===== config.mk =====
export PLATFORM = sky130hd
export DESIGN_NAME = psc_pin_ctrl
export DESIGN_NICKNAME = d
export VERILOG_FILES = /design/src/verilog/psc_pkg.sv /design/src/verilog/psc_pin_ctrl.sv
export SDC_FILE = /design/constraint.sdc
export NUM_CORES = 1
export LEC_CHECK = 0
export BUFFER_PORTS_ARGS = -buffer_cell sky130_fd_sc_hd__buf_2
export CAP_MARGIN = 10
export CORE_ASPECT_RATIO = 1.4
export CORE_MARGIN = 5
export CORE_UTILIZATION = 50
export CTS_BUF_LIST = sky130_fd_sc_hd__clkbuf_8 sky130_fd_sc_hd__clkbuf_16
export DETAILED_ROUTE_END_ITERATION = 12
export PLACE_DENSITY = 0.86
export SYNTH_ARGS = -nofsm -noshare
export SYNTH_HDL_FRONTEND = slang
export SYNTH_SLANG_ARGS = --single-unit

===== constraint.sdc =====
create_clock -name clk_sys -period 2 [get_ports clk_sys]
set_input_delay 0.1 -clock clk_sys [delete_from_list [all_inputs] [get_ports clk_sys]]
set_output_delay 0.1 -clock clk_sys [all_outputs]
set_load 0.02 [all_outputs]

===== src/verilog/psc_pkg.sv =====
// package: constants, enums and carrier types of the sink pin control block
package psc_pkg;

    // ------------------------------------------------------------------
    // strap decode and addresses
    // ------------------------------------------------------------------
    localparam logic [6:0] PSC_ADDR_STRAP_HIGH = 7'h62;
    localparam logic [6:0] PSC_ADDR_STRAP_LOW  = 7'h42;
    localparam logic [6:0] PSC_ADDR_NONE       = 7'h00;

    // ------------------------------------------------------------------
    // gpio mode request limits (voltage code 0..5, current code 0..8)
    // ------------------------------------------------------------------
    localparam logic [2:0] PSC_VSEL_MAX = 3'h5;   // 28 V
    localparam logic [3:0] PSC_ISEL_MAX = 4'h8;   // 3.25 A

    // ------------------------------------------------------------------
    // timing: strap settle after enable, in ns, and derived cycles
    // ------------------------------------------------------------------
    localparam int PSC_CLK_PERIOD_NS   = 5;
    localparam int PSC_STRAP_SETTLE_NS = 100;
    localparam int PSC_STRAP_CYCLES    =
        (PSC_STRAP_SETTLE_NS + PSC_CLK_PERIOD_NS - 1) / PSC_CLK_PERIOD_NS;
    localparam logic [4:0] PSC_STRAP_CNT_LAST =
        5'(PSC_STRAP_CYCLES - 1);

    // ------------------------------------------------------------------
    // reset values of outputs
    // ------------------------------------------------------------------
    localparam logic PSC_DEBUG_N_RST = 1'b1;   // no accessory
    localparam logic PSC_FAULT_RST   = 1'b0;

    // three-state strap level as seen by the pad comparators
    typedef enum logic [1:0] {
        PSC_STRAP_LOW   = 2'b00,
        PSC_STRAP_HIGH  = 2'b01,
        PSC_STRAP_FLOAT = 2'b10
    } psc_strap_t;

    // working mode picked by the strap
    typedef enum logic [1:0] {
        PSC_MODE_OFF  = 2'b00,
        PSC_MODE_I2C  = 2'b01,
        PSC_MODE_GPIO = 2'b10
    } psc_mode_t;

    // enable sequencer
    typedef enum logic [1:0] {
        PSC_ST_DISABLED = 2'b00,
        PSC_ST_SAMPLE   = 2'b01,
        PSC_ST_RUN      = 2'b10
    } psc_state_t;

    // host configuration written over the serial bus (core side)
    typedef struct packed {
        logic out_a_en;      // dual pin a as output
        logic out_a_level;
        logic out_plug_en;   // mode strap pin as output
        logic out_b_general; // multipurpose output as general output
        logic out_b_level;
        logic flag_int_only; // flag input only raises attention
        logic attn_req;      // core asks for attention
    } psc_host_cfg_t;

    // fault events from analog and policy logic
    typedef struct packed {
        logic supply_short;  // adapter cannot supply request
        logic ovp;
        logic uvp;
        logic otp;
    } psc_fault_t;

    // decoded gpio mode power request
    typedef struct packed {
        logic [2:0] vsel;
        logic [3:0] isel;
    } psc_request_t;

endpackage : psc_pkg

===== src/verilog/psc_pin_ctrl.sv =====
// module: pin-level control and status of the sink controller
//
// Behaviour
// [RULE_01] debug pin low when accessory detected
// [RULE_02] strap low: basic charger detection only
// [RULE_03] strap high: hv detection after dcp
// [RULE_04] dual pin a drives host level
// [RULE_05] mode strap: high 62h, low 42h, float gpio
// [RULE_06] plug side output low cc1, high cc2
// [RULE_07] gpio mode: setting pins give request
// [RULE_08] gpio request capped at 28v/3.25a
// [RULE_09] i2c mode: setting pins are i2c
// [RULE_10] host master configures and reads status
// [RULE_11] attention open-drain low when requested
// [RULE_12] enable low-active, internally pulled up
// [RULE_13] fault output high on any fault
// [RULE_14] multipurpose output as general output
// [RULE_15] default flag disables switch, raises attention (code raises attention in i2c mode only)
// [RULE_16] interrupt-only flag leaves switch alone
// [RULE_17] switch open-drain, off on fault/flag
// [RULE_18] whole system disabled while enable high
// [RULE_19] host keeps serial clock at 400khz
// [RULE_20] straps sampled once after enable
// [RULE_21] flag and enable synchronised first
module psc_pin_ctrl
    import psc_pkg::*;
(
    input  wire logic          clk_sys,
    input  wire logic          rst,
    input  wire logic          chip_enable_n,
    input  wire psc_strap_t    mode_strap,
    input  wire logic          hv_charger_detect_strap,
    input  wire logic          flag_input,
    input  wire logic          debug_accessory,
    input  wire logic          cc2_attached,
    input  wire logic          dcp_detected,
    input  wire psc_fault_t    faults,
    input  wire psc_host_cfg_t host_cfg,
    input  wire logic [2:0]    voltage_select_input,
    input  wire logic [3:0]    current_select_input,
    output logic               debug_n,
    output logic               general_output_a,
    output logic               general_output_a_oe,
    output logic               plug_side_out,
    output logic               plug_side_oe,
    output logic               general_output_b,
    output logic               attn_n_o,
    output logic               attn_n_oe,
    output logic               vbus_switch_o,
    output logic               vbus_switch_oe,
    output logic               system_enable,
    output psc_mode_t          work_mode,
    output logic [6:0]         i2c_target_addr,
    output logic               i2c_pins_active,
    output logic               bc_detect_enable,
    output logic               high_voltage_charger_protocol,
    output psc_request_t       gpio_request
);

    // ------------------------------------------------------------------
    // input synchronisers
    // ------------------------------------------------------------------
    logic [1:0] en_sync;
    logic [1:0] flag_sync;

    // [RULE_21] two-stage sync
    // reset leaves enable deasserted: the pin idles high via pull-up
    always_ff @(posedge clk_sys or posedge rst) begin
        if (rst) begin
            en_sync   <= 2'b00;
            flag_sync <= 2'b00;
        end else begin
            en_sync   <= {en_sync[0], ~chip_enable_n};
            flag_sync <= {flag_sync[0], flag_input};
        end
    end

    logic en_s;
    logic flag_s;
    assign en_s   = en_sync[1];
    assign flag_s = flag_sync[1];

    // ------------------------------------------------------------------
    // enable sequencer and strap capture
    // ------------------------------------------------------------------
    psc_state_t   state;
    psc_state_t   next_state;
    logic [4:0]   cnt;
    logic [4:0]   next_cnt;
    psc_mode_t    next_work_mode;
    logic [6:0]   next_addr;
    logic         hv_strap;
    logic         next_hv_strap;

    // [RULE_12] [RULE_18] [RULE_20] enable and capture
    // straps are only caught after a settle window, not under reset
    always_comb begin
        next_state     = state;
        next_cnt       = cnt;
        next_work_mode = work_mode;
        next_addr      = i2c_target_addr;
        next_hv_strap  = hv_strap;
        case (state)
            PSC_ST_DISABLED: begin
                next_cnt       = '0;
                next_work_mode = PSC_MODE_OFF;
                next_addr      = PSC_ADDR_NONE;
                next_hv_strap  = 1'b0;
                if (en_s) begin
                    next_state = PSC_ST_SAMPLE;
                end
            end
            PSC_ST_SAMPLE: begin
                next_cnt = cnt + 5'h01;
                if (!en_s) begin
                    next_state = PSC_ST_DISABLED;
                end else if (cnt == PSC_STRAP_CNT_LAST) begin
                    next_state    = PSC_ST_RUN;
                    next_hv_strap = hv_charger_detect_strap;
                    // [RULE_05] three-state decode
                    if (mode_strap == PSC_STRAP_HIGH) begin
                        next_work_mode = PSC_MODE_I2C;
                        next_addr      = PSC_ADDR_STRAP_HIGH;
                    end else if (mode_strap == PSC_STRAP_LOW) begin
                        next_work_mode = PSC_MODE_I2C;
                        next_addr      = PSC_ADDR_STRAP_LOW;
                    end else begin
                        next_work_mode = PSC_MODE_GPIO;
                        next_addr      = PSC_ADDR_NONE;
                    end
                end
            end
            PSC_ST_RUN: begin
                if (!en_s) begin
                    next_state = PSC_ST_DISABLED;
                end
            end
            default: begin
                next_state = PSC_ST_DISABLED;
            end
        endcase
    end

    always_ff @(posedge clk_sys or posedge rst) begin
        if (rst) begin
            state           <= PSC_ST_DISABLED;
            cnt             <= '0;
            work_mode       <= PSC_MODE_OFF;
            i2c_target_addr <= PSC_ADDR_NONE;
            hv_strap        <= 1'b0;
        end else begin
            state           <= next_state;
            cnt             <= next_cnt;
            work_mode       <= next_work_mode;
            i2c_target_addr <= next_addr;
            hv_strap        <= next_hv_strap;
        end
    end

    // ------------------------------------------------------------------
    // output pins
    // ------------------------------------------------------------------
    logic run;
    logic i2c_run;
    logic gpio_run;
    assign run      = (state == PSC_ST_RUN);
    assign i2c_run  = run && (work_mode == PSC_MODE_I2C);
    assign gpio_run = run && (work_mode == PSC_MODE_GPIO);

    logic         next_debug_n;
    logic         next_out_a;
    logic         next_out_a_oe;
    logic         next_plug;
    logic         next_plug_oe;
    logic         next_out_b;
    logic         next_attn_oe;
    logic         next_sw_oe;
    logic         next_sys_en;
    logic         next_i2c_act;
    logic         next_bc_en;
    logic         next_hvcp;
    psc_request_t next_req;
    logic         any_fault;

    always_comb begin
        any_fault = |faults;
        next_sys_en  = run;
        // [RULE_01] push-pull debug indicator
        next_debug_n = run ? ~debug_accessory : PSC_DEBUG_N_RST;
        // [RULE_04] host-set level on dual pin a
        next_out_a_oe = i2c_run && host_cfg.out_a_en;
        next_out_a    = next_out_a_oe && host_cfg.out_a_level;
        // [RULE_06] plug side on mode strap pin
        next_plug_oe = i2c_run && host_cfg.out_plug_en;
        next_plug    = next_plug_oe && cc2_attached;
        // [RULE_13] [RULE_14] fault or general output
        if (i2c_run && host_cfg.out_b_general) begin
            next_out_b = host_cfg.out_b_level;
        end else if (run) begin
            next_out_b = any_fault;
        end else begin
            next_out_b = PSC_FAULT_RST;
        end
        // [RULE_11] [RULE_15] [RULE_16] attention pull-down
        next_attn_oe = i2c_run && (host_cfg.attn_req || flag_s);
        // [RULE_17] [RULE_15] switch closed by pull-down only when clean
        next_sw_oe = run && !any_fault &&
                     !(flag_s && !host_cfg.flag_int_only);
        // [RULE_09] shared pins handed to serial target
        next_i2c_act = i2c_run;
        // [RULE_02] [RULE_03] charger detection gating
        next_bc_en = run && !next_out_a_oe;
        next_hvcp  = next_bc_en && hv_strap && dcp_detected;
        // [RULE_07] [RULE_08] gpio request, clipped to maximum
        next_req = '0;
        if (gpio_run) begin
            next_req.vsel = (voltage_select_input > PSC_VSEL_MAX) ?
                            PSC_VSEL_MAX : voltage_select_input;
            next_req.isel = (current_select_input > PSC_ISEL_MAX) ?
                            PSC_ISEL_MAX : current_select_input;
        end
    end

    // all pins registered so no decode glitch reaches the board
    always_ff @(posedge clk_sys or posedge rst) begin
        if (rst) begin
            debug_n                       <= PSC_DEBUG_N_RST;
            general_output_a              <= 1'b0;
            general_output_a_oe           <= 1'b0;
            plug_side_out                 <= 1'b0;
            plug_side_oe                  <= 1'b0;
            general_output_b              <= PSC_FAULT_RST;
            attn_n_oe                     <= 1'b0;
            vbus_switch_oe                <= 1'b0;
            system_enable                 <= 1'b0;
            i2c_pins_active               <= 1'b0;
            bc_detect_enable              <= 1'b0;
            high_voltage_charger_protocol <= 1'b0;
            gpio_request                  <= '0;
        end else begin
            debug_n                       <= next_debug_n;
            general_output_a              <= next_out_a;
            general_output_a_oe           <= next_out_a_oe;
            plug_side_out                 <= next_plug;
            plug_side_oe                  <= next_plug_oe;
            general_output_b              <= next_out_b;
            attn_n_oe                     <= next_attn_oe;
            vbus_switch_oe                <= next_sw_oe;
            system_enable                 <= next_sys_en;
            i2c_pins_active               <= next_i2c_act;
            bc_detect_enable              <= next_bc_en;
            high_voltage_charger_protocol <= next_hvcp;
            gpio_request                  <= next_req;
        end
    end

    // open-drain data is always low; only the enables move
    always_ff @(posedge clk_sys or posedge rst) begin
        if (rst) begin
            attn_n_o      <= 1'b0;
            vbus_switch_o <= 1'b0;
        end else begin
            attn_n_o      <= 1'b0;
            vbus_switch_o <= 1'b0;
        end
    end
endmodule // psc_pin_ctrl


==> results list, run 1 <==
- Wire length of the first global-routing pass: approximately 4600 um
* CTS tree: done
* Startpoint Class: flip-flop
* Final Worst Setup Slack: 0.584 ns
- Number of clock sinks: 34
* CP endpoint kind: flip-flop
- Share of cell area taken by muxes after synthesis: 0%
- Post-synthesis cell type count: 36
- The die is approximately 55 um wide.
- In the final routing, the length of wire on met1 measures 1090 um.
- Routed length per placed instance: 13.7 um
- Grouping stages by cell kind, the critical path spends the most delay in flip-flops.
- The worst hold path passes through 2 cells.
- Data required time of the critical path: 2.17 ns
- The worst register-to-register path has a depth of 3.
- Worst Setup Slack post-DPL: 0.585 ns
* Post-synthesis compound-gate area fraction: 8.54%
- After Yosys synthesis, full adders, half adders and majority gates account for 0.899% of the synthesized area.
- Number of enable-type register cells in the synthesized netlist: 0
- Following the worst setup path forward leads to its endpoint at general_output_b$_DFF_PP0_.
* Hpwl dp: 2160 um
- Initial antenna violation count: 0
- For this configuration, the core starts out at a cell density of 52.7%.
- Total clock buffers created by CTS: 5
* F_max: between 0.7 and 0.8 GHz
- Buffers added to address setup during post-CTS repair amount to 0.
* Total of buffers placed on input and output ports: 51
* All-Layer GR Usage: between 10% and 20%
- The floorplan step defined a core boundary enclosing 2640 um^2.
- Outcome: complete, no violations
- Static Leak: 0.960 nW
* Routed wire length: 2910 um
- Top-area cell type share of the netlist area: around 59%
- For this run, the share of the core covered by cells in the final layout is 67.3%.
* Power Total: 1.28 mW
- Sequential cell area fraction in the yosys report: 61.2%
- The highest layer touched by signal routing is met4.
- Setup total negative slack: 0 ns
- Slowest CP cell: sky130_fd_sc_hd__dfrtp_1
- Number of nets with antenna violations after detailed routing: 0
* Maximum fanout along the worst path: 16
- The die is between 70 and 80 um tall.
- 58 I/O pins were placed.
- For this run, the leading register cell type out of synthesis is sky130_fd_sc_hd__dfrtp_1.
- The clock reaches the later pin of the worst-skew pair after about 0.28 ns.
* Post-synthesis average cell area: 11.8 um^2
* MaxCap Viol Count: 0
- Final weighted congestion in routability-driven placement: 0.773
- Startpoint of the worst register-to-register path: state[1]$_DFFE_PP0P_
* CTS clock-pin slew for the worst setup and hold paths: 0.06 ns
* Count of final setup violators: 0
- Fill cells in the final layout number 230.
- Basic-gate share of the synthesized area counting and, or, nand and nor cells: 21.9%
- The floorplan has 22 rows.
* Hold Fails Final Rpt: 0
- XOR/XNOR share of the synthesized area: 0%
- Path type of the worst setup path: flip-flop to flip-flop
* Gate count after technology mapping: 118
- Yosys warning total: 0
* Final critical-path share of the clock period: 70.8%
- Clock period minus final worst setup slack: 1.42 ns
- Area of the die: 3950 um^2
- Vias after detailed routing: 1,064
* Total standard cell area after synthesis: about 1400 um^2
- On the worst path, the slowest cell contributes a delay of 0.62 ns.
* DRC violations left: 0
* Largest net degree at the start of global routing: 35
- The biggest area contributor in the post-synthesis netlist is sky130_fd_sc_hd__dfrtp_1.
- Proportion of synthesized flip-flops having asynchronous set or reset: 100%
- Power spread over the standard cell area amounts to 722 nW/um^2.
* Cts repair resizes: 0
* Clock tree root driver cell: sky130_fd_sc_hd__clkbuf_8
- After synthesis the netlist holds a flip-flop and latch count of 34.
- In this run the critical register-to-register path is captured at general_output_b$_DFF_PP0_.
* Max clock buf depth: 2
- The detailed router finished its first iteration with 32 violations.
- Ranked by total cell area, the synthesized netlist is headed by sky130_fd_sc_hd__dfrtp_1 59%, sky130_fd_sc_hd__buf_4 4.3%, sky130_fd_sc_hd__nand2_1 3.5%.
* Routed wire length on met3: 227 um
- Walking the worst path, the cells encountered are and4bb_1, nand2_1, a31o_1.
- Layout-stage area growth over the synthesis result: 27.9%
- Class of the tightest hold or removal check: primary input to flip-flop
* Register-to-Register Setup Slack: 0.58 ns
- VDD sags by at most 0.569 mV.
- RSZ-0062 raised after global routing: false
* GR Overflow Total: 0
* Worst EP arrival: 1.59 ns
- The routed design uses 1530 um of met2 wire.
- The critical path runs through a total of 3 cells.
- Share of post-route cells with drive strength above 1: 36.7%
* Number of max-slew violations in the final report: 0
* Total Nets Final: 205
- The via count of the first global-routing pass is 1,047.
- Between clock sinks in the finished design, the worst skew comes to 0.00409 ns.
* Via density per instance: 5.00
* Number of cells in the design after placement: 200
* First element of the critical path: state[1]$_DFFE_PP0P_
- First-pass detailed-route iteration total: 4
- 0 antenna diodes ended up in the layout.
- Counting both buffers and inverters, the worst setup path holds a total of 0.
* CTS H-tree lvls: 2
* Combinational family with the most area after synthesis: simple AND/OR/NAND/NOR gates
* Non-filler cells, final: 213
[kinds of logic after synthesis]
| kind of cell | Yosys count |
|---|---|
| AND/OR/NAND/NOR | 50 |
| flip-flops | 34 |
| adder cells (fa/ha/maj) | 1 |
| buffers and inverters | 16 |
| other | 1 |
| AO/OA/AOI/OAI | 16 |
[layer usage]
metal | GRT usage, % | vias to the layer above
met4 | 9.42 | 0
met5 | 0 | -
met2 | 27.2 | 43
met3 | 7.60 | 5
met1 | 16.8 | 513
li1 | - | 503
[cell usage in the layout (no fill, tap or decap), types with 2 or more instances in the layout]
cell / count
sky130_fd_sc_hd__dfrtp_1: 33
sky130_fd_sc_hd__o21ai_1: 3
sky130_fd_sc_hd__inv_1: 6
sky130_fd_sc_hd__a21oi_1: 3
sky130_fd_sc_hd__nand2_1: 13
sky130_fd_sc_hd__clkbuf_8: 6
sky130_fd_sc_hd__nor2b_1: 3
sky130_fd_sc_hd__and2_1: 7
sky130_fd_sc_hd__o211ai_1: 2
sky130_fd_sc_hd__o311ai_1: 2
sky130_fd_sc_hd__nand3_1: 4
sky130_fd_sc_hd__dlygate4sd3_1: 5
sky130_fd_sc_hd__nand2b_1: 4
sky130_fd_sc_hd__conb_1: 6
sky130_fd_sc_hd__nand4_1: 3
sky130_fd_sc_hd__buf_2: 51
sky130_fd_sc_hd__and3_1: 4
sky130_fd_sc_hd__nor2_1: 2
sky130_fd_sc_hd__nor3b_1: 2
[state kept, by name (all words and copies together), names as in the netlist, 2 cells and up]
register and count:
cnt 5, en_sync 2, flag_sync 2, gpio_request 7
state 2, work_mode 2
[worst reg2reg max path, stage by stage, from the launching register on]
cell and delay [ns]:
sky130_fd_sc_hd__dfrtp_1 0.62, sky130_fd_sc_hd__and4bb_1 0.39, sky130_fd_sc_hd__nand2_1 0.08, sky130_fd_sc_hd__a31o_1 0.21
[where the power goes]
group	leakage, nW	internal [mW]	switching [mW]	total, mW
Combinational	0.450	0.0373	0.0428	0.0802
Clock	0.0524	0.272	0.223	0.495
Sequential	0.458	0.698	0.0108	0.709
[cell type report]
cell class / instances / area [um^2] / share of cell area, %
sequential: 34 / 852 / 47.9
multi-input combinational: 73 / 459 / 25.8
timing repair buffer: 57 / 313 / 17.6
clock buffer: 6 / 82.6 / 4.64
tap: 36 / 45.0 / 2.53
inverter: 5 / 18.8 / 1.05
clock inverter: 2 / 8.76 / 0.492
[cells in the mapped netlist (all sizes together) (3+ instances only)]
cell type / count
dfrtp: 33
nand2: 13
buf: 10
and2: 8
inv: 5
and3: 4
nand2b: 4
nand3: 4
a21oi: 3
nand4: 3
nor2b: 3
o21ai: 3
o311ai: 3
[timing repair]
| item | CTS | global route |
|---|---|---|
| setup endpoints to repair | 0 | 0 |
| hold endpoints to repair | 37 | 0 |
| hold buffers | 5 | 0 |
[how the worst min path moves through the flow]
stage,startpoint,end,slack (ns)
2_1_floorplan,flag_input,flag_sync[0]$_DFF_PP0_,0.13
3_3_place_gp,rst,gpio_request[1]$_DFF_PP0_,0.20
3_5_place_dp,rst,gpio_request[6]$_DFF_PP0_,0.20
4_1_cts,current_select_input[2],gpio_request[2]$_DFF_PP0_,0.02
5_1_grt,current_select_input[2],gpio_request[2]$_DFF_PP0_,0.009
6_report,current_select_input[2],gpio_request[2]$_DFF_PP0_,0.02
[metrics by stage]
step | instance area (um^2) | hold WS (ns)
after floorplan | 1410 | 0.131
after global placement | 1640 | 0.201
after detailed placement | 1640 | 0.203
after CTS | 1780 | 0.0154
after global routing | 1780 | 0.00913
final | 1780 | 0.0231
No activity file was read; power rests on OpenSTA's default activity.
==> inputs of run 2 (changes only) <==
Settings changed: ABC_AREA set to 1, CORE_UTILIZATION 50 to 46, PLACE_DENSITY 0.86 to 0.81.
Clock period 2 ns to 1.32 ns, I/O delays scaled along.
==> run 2 against run 1 <==
Setup slack got worse by 0.45 ns. Register-to-register slack got worse by 0.45 ns. Synthesized cell count rose by 19%. Final cell count rose by 15%. Power rose by 70%. Sequential power rose by 51%.
==> results list, run 2 <==
* Number of clock sinks: 34 (unchanged)
- The flow ran to the end, and the final reports show no timing, DRC or antenna violations.
- Register bit count reported by yosys: 34 (unchanged)
- R2R cell count: 5 (+2)
* Non-filler cells, final: 245 (+15%)
- Number of cells in the design after placement: 229 (+14%)
- The amount of wire on met2 after detailed routing came to 1480 um (-3.6%).
- Number of nets with antenna violations after detailed routing: 0 (unchanged)
- Via density per instance: 4.46 (-11%)
- Hold-critical path depth: 3 (+1)
* Standard cell area after detailed placement: 1640 um^2 (+0.31%)
* Multi-input gate area in the final layout: 388 um^2 (-16%)
- Top-area cell type share of the netlist area: 60.7% (+1.4 points)
* Largest incremental delay on the critical path: 0.38 ns (-0.24 ns)
- Number of enable-type register cells in the synthesized netlist: 0 (unchanged)
- Total of buffers placed on input and output ports: 51 (unchanged)
* Layout-stage area growth over the synthesis result: 35.2%
- The total iterations of the first detailed-routing run was 4 (unchanged).
- Most frequent cells in the layout: 51 x sky130_fd_sc_hd__buf_2, 33 x sky130_fd_sc_hd__dfrtp_1, 27 x sky130_fd_sc_hd__nand2_1, 22 x sky130_fd_sc_hd__nor2_1, 21 x sky130_fd_sc_hd__inv_1
- The number of CTS-inserted buffers came to 5 (unchanged).
* Cts repair resizes: 0 (unchanged)
- The area of the mapped netlist was 1360 um^2 (-2.2%).
* Highest metal layer with signal wires: met4
- The setup path with the least slack is of type flip-flop to flip-flop.
- Startpoint Class: flip-flop
- The data required time at the worst endpoint is 1.55 ns (-0.62 ns).
* Post-CTS Setup Inserts: 0 (unchanged)
* Proportion of synthesized flip-flops having asynchronous set or reset: 100% (unchanged)
- Count of final setup violators: 0 (unchanged)
* Routed wire length on met3: 248 um (+9.3%)
- The count of nets after finishing is 236 (+15%).
* FF+latch area: 852 um^2 (unchanged)
- The average routed wire per standard cell was 11.7 um (-14%).
- Number of max-slew violations in the final report: 0 (unchanged)
* DRC violations left: 0 (unchanged)
- First element of the critical path: cnt[0]$_DFFE_PP0P_
- The total number of H-tree levels came to 2 (unchanged).
- The weighted congestion reported at the end of routability-driven placement is 0.800 (+3.6%).
- Register with the most flip-flops: gpio_request
- The most used flip-flop cell after synthesis is sky130_fd_sc_hd__dfrtp_1.
- The synthesized instance count was 141 (+19%).
- The total number of yosys warnings came to 0 (unchanged).
- After synthesis, the cell types taking the most area are sky130_fd_sc_hd__dfrtp_1 61%, sky130_fd_sc_hd__nand2_1 7.5%, sky130_fd_sc_hd__nor2_1 6.1%.
- The max-cap check violation count is 0 (unchanged).
- Final critical-path share of the clock period: 90.1% (+19 points)
- Number of top-level pins: 58 (unchanged)
- sky130_fd_sc_hd__dfrtp_1 is the most common cell in the netlist.
- Horizontal extent of the die: 56.0 um (+2.5%)
* Max clock buf depth: 2 (unchanged)
- Share of post-route cells with drive strength above 1: 32.2% (-4.5 points)
* Layout Cell Area excl Fill: 1840 um^2 (+3.4%)
* Startpoint of the most critical hold path: current_select_input[1]
- Largest net degree at the start of global routing: 35 (unchanged)
* Class of the tightest hold or removal check: primary input to flip-flop
* Sequential cell area fraction in the yosys report: 62.6% (+1.4 points)
- In this run the critical register-to-register path is captured at hv_strap$_DFFE_PP0P_.
* Vertical die dimension: 74.3 um (+2.7%)
- Hold worst-path end: gpio_request[1]$_DFF_PP0_
- Final-layout fill cell count: 239 (+3.9%)
* Cell area power density: 1190 nW/um^2 (+64%)
- The standard-cell row count was 23 (+4.5%).
- The overall routing resource usage is 15.0% (-1.6 points).
- Leaving out fill and tap cells, the most frequent cell in the layout is sky130_fd_sc_hd__buf_2.
* Sum of routed wire segments on met1: 1110 um (+1.6%)
- The violation count after the first detailed-routing iteration was 27 (-16%).
- Flip-flop count of the largest register, all copies and words added: 7 (unchanged)
- Register-to-Register Setup Slack: 0.13 ns (-0.45 ns)
* GR Overflow Total: 0 (unchanged)
- Most frequent cells after synthesis: 33 x sky130_fd_sc_hd__dfrtp_1, 27 x sky130_fd_sc_hd__nand2_1, 22 x sky130_fd_sc_hd__nor2_1, 20 x sky130_fd_sc_hd__inv_1
- The clock-pin slew reported for the worst setup and hold paths after clock tree synthesis is 0.06 ns (about the same).
- Max IR drop VDD: 0.791 mV (+39%)
- The synthesized area per cell came to 9.65 um^2 (-18%).
- The largest individual stage delay along the critical path comes from the cell sky130_fd_sc_hd__dfrtp_1.
- Routed wire length: 2870 um (-1.3%)
- The sum of negative setup slack came to 0 ns (unchanged).
* Starting Density: 47.7% (-4.9 points)
- The peak clock frequency supported by timing was 0.841 GHz (+19%).
- Clock period minus final worst setup slack: 1.19 ns (-0.226 ns)
* Diodes inserted: 0 (unchanged)
- Area of the die: 4160 um^2 (+5.2%)
* RSZ-0062 raised after global routing: false
- The area of the core is 2850 um^2 (+7.8%).
- Maximum fanout along the worst path: 4 (-12)
- Hpwl dp: 2140 um (-0.66%)
* Post-synthesis cell type count: 21 (-42%)
- The initial antenna violation count came to 0 (unchanged).
* Crit path top cell by count: sky130_fd_sc_hd__nand2_1
- Clock latency of the later-clocked register in the worst-skew pair: 0.28 ns (about the same)
- The post-route clock skew was 0.00320 ns (-0.000889 ns).
- The tree is rooted in a sky130_fd_sc_hd__clkbuf_8.
- The tightest hold margin came to 0.00997 ns (-0.0132 ns).
- The leakage power summed over all cells came to 1.09 nW (+14%).
* Vias in the first global route: 1,095 (+4.6%)
- STA classifies the critical path endpoint as a flip-flop.
- Worst EP arrival: 1.42 ns (-0.17 ns)
- The number of hold-slack violations in the final timing report was 0 (unchanged).
- Registers with the highest flip-flop counts: gpio_request (7), cnt (5)
- The startpoint identified for the worst register-to-register timing path is cnt[0]$_DFFE_PP0P_.
* Cells along the critical path: ha_1, nand2_1, nor2_1, nand4_1, nand2_1
- Number of hold-repair buffers added at the cts stage: 8 (+3)
* Vias after detailed routing: 1,093 (+2.7%)
- TritonCTS built the clock tree.
- Cell accounting for the most synthesized area: sky130_fd_sc_hd__dfrtp_1
- Wire length of the first global-routing pass: 4740 um (+2.8%)
run 2: changes by cell type in the layout (fill, tap and decap cells not counted), sizes merged, moves of 3 or more:
| cell | change |
|---|---|
| nor2b | -3 |
| and2 | -8 |
| inv | +16 |
| nor2 | +21 |
| nand3 | +5 |
| nand2b | -4 |
| nand2 | +15 |
| and3 | -3 |
| o311ai | -3 |
| dlygate4sd3 | +3 |
run 2: cell type report:
type	instances	share of cell area, %
timing repair buffer	62	19.5
sequential	34	46.3
tap	37	2.52
inverter	21	4.29
multi-input combinational	83	21.1
clock buffer	6	4.49
clock inverter	2	1.84
run 2: through the flow:
step	worst slack, ns	power [mW]	util, %
detailed placement	0.131	1.23	57.7
finish	0.131	2.18	64.6
global route	0.0164	2.28	64.6
floorplan	0.223	1.17	-
CTS	0.124	2.21	64.6
global placement	0.153	1.22	57.7
run 2: critical path, delay by kind of cell (launching register included):
kind / cells / cell delay, ns
adder cells (fa/ha/maj): 1 / 0.23
flip-flops: 1 / 0.38
AND/OR/NAND/NOR: 4 / 0.52
run 2: worst max path at each step:
| stage | end | depth (start not counted) | slack, ns |
|---|---|---|---|
| floorplan | i2c_target_addr[5]$_DFFE_PP0P_ | 7 | 0.22 |
| CTS | bc_detect_enable$_DFF_PP0_ | 6 | 0.12 |
| detailed placement | bc_detect_enable$_DFF_PP0_ | 6 | 0.13 |
| global route | work_mode[1]$_DFFE_PP0P_ | 6 | 0.02 |
| global placement | bc_detect_enable$_DFF_PP0_ | 6 | 0.15 |
| finish | hv_strap$_DFFE_PP0P_ | 5 | 0.13 |
run 2: routing by layer:
layer / vias to the layer above / global-route usage [%]
met5: - / 0
met4: 0 / 6.07
met3: 3 / 7.12
met2: 43 / 26.2
met1: 494 / 15.9
li1: 553 / -
run 2: cell families (layout without fill, tap and decap cells):
group | Yosys count | in the layout | share of synthesized area (%)
and+or+nand+nor | 66 | 66 | 21.3
DFF | 34 | 34 | 62.6
buffers and inverters | 29 | 91 | 10.2
AOI/OAI and AO/OA | 9 | 9 | 3.96
adders and majority gates | 1 | 1 | 0.920
other | 1 | 6 | 0.276
xor gates and xnor gates | 1 | 1 | 0.644
run 2: where the power goes:
| part | leakage [nW] | internal (mW) | switching, mW |
|---|---|---|---|
| Sequential | 0.457 | 1.06 | 0.0125 |
| Combinational | 0.570 | 0.0685 | 0.0851 |
| Clock | 0.0626 | 0.607 | 0.351 |
==> inputs of run 3 (changes only) <==
Settings changed: CORE_ASPECT_RATIO 1.4 to 0.8.
==> run 3 against run 2 <==
Die area down 0.20%. Clock skew up 0.0037 ns. Via count up 2.9%. Final cell count up 0.41%. Critical path type unchanged. Largest cell class unchanged. Largest power group unchanged.
==> results list, run 3 (synthesized netlist as in run 2, its figures left out) <==
* CTS tree: done
* Vias in the first global route: 1,037 (-5.3%)
- MaxCap Viol Count: 0 (unchanged)
* GR Overflow Total: 0 (unchanged)
- Number of top-level pins: 58 (unchanged)
- The number of flip-flops under the largest register name came to 7 (unchanged).
- In this run the clock root is driven by a sky130_fd_sc_hd__clkbuf_8.
- The number of clock sinks is 34 (unchanged).
* Max IR drop VDD: 0.690 mV (-13%)
* Share of post-route cells with drive strength above 1: 33.2% (+0.96 points)
- Tracing the worst setup path back leads to its startpoint at state[0]$_DFFE_PP0P_.
* Most common cell after layout, fill and taps aside: sky130_fd_sc_hd__buf_2
- The weighted congestion reported at the end of routability-driven placement came to 0.886 (+11%).
- DRC violations left: 0 (unchanged)
- Number of placement rows: 17 (-26%)
* Max clock buf depth: 2 (unchanged)
* Routed wire length: 2830 um (-1.5%)
- R2R cell count: 6 (+1)
* Starting DRT DRC Count: 29 (+7.4%)
- The number of hold-slack violations in the final timing report is 0 (unchanged).
- The total setup violations reported at the end of the flow came to 0 (unchanged).
- Register with the most flip-flops: gpio_request
- Path type of the worst setup path: flip-flop to flip-flop
* Startpoint Class: flip-flop
* Clock latency of the later-clocked register in the worst-skew pair: 0.29 ns (about the same)
* Number of nets with antenna violations after detailed routing: 0 (unchanged)
- RSZ-0062 raised after global routing: false
- The detailed-placement wirelength estimate was 2040 um (-4.6%).
- Layout Cell Area excl Fill: 1820 um^2 (-0.95%)
- Class of the tightest hold or removal check: primary input to flip-flop
- The per-cell via count in the routed design was 4.57 (+2.5%).
* Non-filler cells, final: 246 (+0.41%)
* Startpoint of the most critical hold path: host_cfg[4]
- The initial antenna violation count came to 0 (unchanged).
- Data required time of the critical path: 1.50 ns (-0.05 ns)
* Startpoint of the worst register-to-register path: state[0]$_DFFE_PP0P_
* Worst EP arrival: 1.37 ns (-0.05 ns)
* Total Nets Final: 236 (unchanged)
* Area of the die: 4150 um^2 (-0.20%)
* Number of cells in the design after placement: 230 (+0.44%)
- Total clock buffers created by CTS: 5 (unchanged)
- Routed length per placed instance: 11.5 um (-1.9%)
- Static Leak: 1.07 nW (-1.6%)
- The post-route clock skew was 0.00695 ns (+0.00375 ns).
- F_max: 0.843 GHz (+0.27%)
* Starting Density: 48.4% (+0.70 points)
- The library cells used most frequently in the layout, excluding fill and tap cells, are 51 x sky130_fd_sc_hd__buf_2, 33 x sky130_fd_sc_hd__dfrtp_1, 27 x sky130_fd_sc_hd__nand2_1, 22 x sky130_fd_sc_hd__nor2_1, 20 x sky130_fd_sc_hd__inv_1.
- The number of I/O port buffers is 51 (unchanged).
* Standard cell area after detailed placement: 1640 um^2 (about the same)
* Setup total negative slack: 0 ns (unchanged)
- In the final layout, the registers with the most flip-flops are gpio_request (7), cnt (5).
* Core ar.: 2810 um^2 (-1.4%)
* Maximum fanout along the worst path: 6 (+2)
- The hold-critical path depth came to 3 (unchanged).
- CTS clock-pin slew for the worst setup and hold paths: 0.07 ns (about the same)
* Wire length of the first global-routing pass: 4600 um (-2.9%)
- Post-CTS Setup Inserts: 0 (unchanged)
- Clock period minus final worst setup slack: 1.19 ns (-0.00321 ns)
- The detailed-route via count came to 1,125 (+2.9%).
* CP endpoint kind: flip-flop
- The maximum number of pins on one net before global-route repair was 35 (unchanged).
- Final critical-path share of the clock period: 89.9% (-0.24 points)
- Layout-stage area growth over the synthesis result: 33.9%
* Diodes inserted: 0 (unchanged)
- The power density normalized to cell area came to 1100 nW/um^2 (-7.3%).
- First-pass detailed-route iteration total: 4 (unchanged)
- The flow ran to the end, and the final reports show no timing, DRC or antenna violations.
* Horizontal extent of the die: 70.8 um (+27%)
- The overall routing resource usage was 14.5% (-0.55 points).
- The total number of H-tree levels is 2 (unchanged).
- The tightest hold margin is 0.00129 ns (-0.00868 ns).
- Number of max-slew violations in the final report: 0 (unchanged)
- The vertical die dimension is 58.6 um (-21%).
[run 3: changes by cell type in the layout (fill, tap and decap cells not counted)]
cell,before,now
sky130_fd_sc_hd__bufinv_16,1,0
sky130_fd_sc_hd__clkinv_2,0,1
sky130_fd_sc_hd__clkinvlp_4,0,1
sky130_fd_sc_hd__ha_1,1,0
sky130_fd_sc_hd__ha_2,0,1
sky130_fd_sc_hd__inv_1,21,20
[run 3: worst paths after layout]
| check | endpoint | slack [ns] |
|---|---|---|
| worst min-delay path | plug_side_oe$_DFF_PP0_ | 0.001 |
| worst min register to register | en_sync[1]$_DFF_PP0_ | 0.35 |
| min in group asynchronous | plug_side_out$_DFF_PP0_ | 0.39 |
| worst max register to register | high_voltage_charger_protocol$_DFF_PP0_ | 0.13 |
| worst max-delay path | high_voltage_charger_protocol$_DFF_PP0_ | 0.13 |
| max in group asynchronous | debug_n$_DFF_PP1_ | 0.60 |
[run 3: per-layer routing]
metal	up-vias	wire [um]	track usage (%)
met2	52	1290	23.2
li1	554	-	-
met5	-	0	0
met4	0	30	4.02
met3	6	352	7.34
met1	513	1160	17.4
[run 3: cell type report]
class	count	area, um^2
Sequential cell	34	852
Timing Repair Buffer	62	358
Clock inverter	2	12.5
Multi-Input combinational cell	83	390
Tap cell	38	47.5
Clock buffer	6	82.6
Inverter	21	78.8
Fill cell	243	986
[run 3: timing repair]
item | in CTS | in global routing
endpoints found under the setup margin | 0 | 3
hold endpoints to repair | 40 | 0
resized for setup | 0 | 1
hold buffers | 8 | 0
[run 3: power breakdown]
group | leakage [nW] | total (mW) | internal (mW) | switching, mW
Combinational | 0.568 | 0.153 | 0.0689 | 0.0841
Clock | 0.0472 | 0.780 | 0.418 | 0.362
Sequential | 0.457 | 1.07 | 1.06 | 0.0125
Total | 1.07 | 2.00 | 1.55 | 0.458
[run 3: critical path, cell delays in order (launching register included)]
cell                      delay (ns)
sky130_fd_sc_hd__dfrtp_1        0.41
sky130_fd_sc_hd__inv_1          0.10
sky130_fd_sc_hd__nand2_1        0.15
sky130_fd_sc_hd__nor2_4         0.20
sky130_fd_sc_hd__nand2_1        0.10
sky130_fd_sc_hd__nand2_1        0.09
sky130_fd_sc_hd__nor2_1         0.04
[run 3: per-stage QoR]
| step | setup WS (ns) | power, mW | utilization [%] |
|---|---|---|---|
| floorplan | 0.223 | 1.17 | - |
| global placement | 0.141 | 1.22 | 58.6 |
| detailed placement | 0.134 | 1.22 | 58.6 |
| CTS | 0.111 | 2.02 | 64.8 |
| global route | 0.0115 | 2.08 | 64.9 |
| finish | 0.134 | 2.00 | 64.9 |
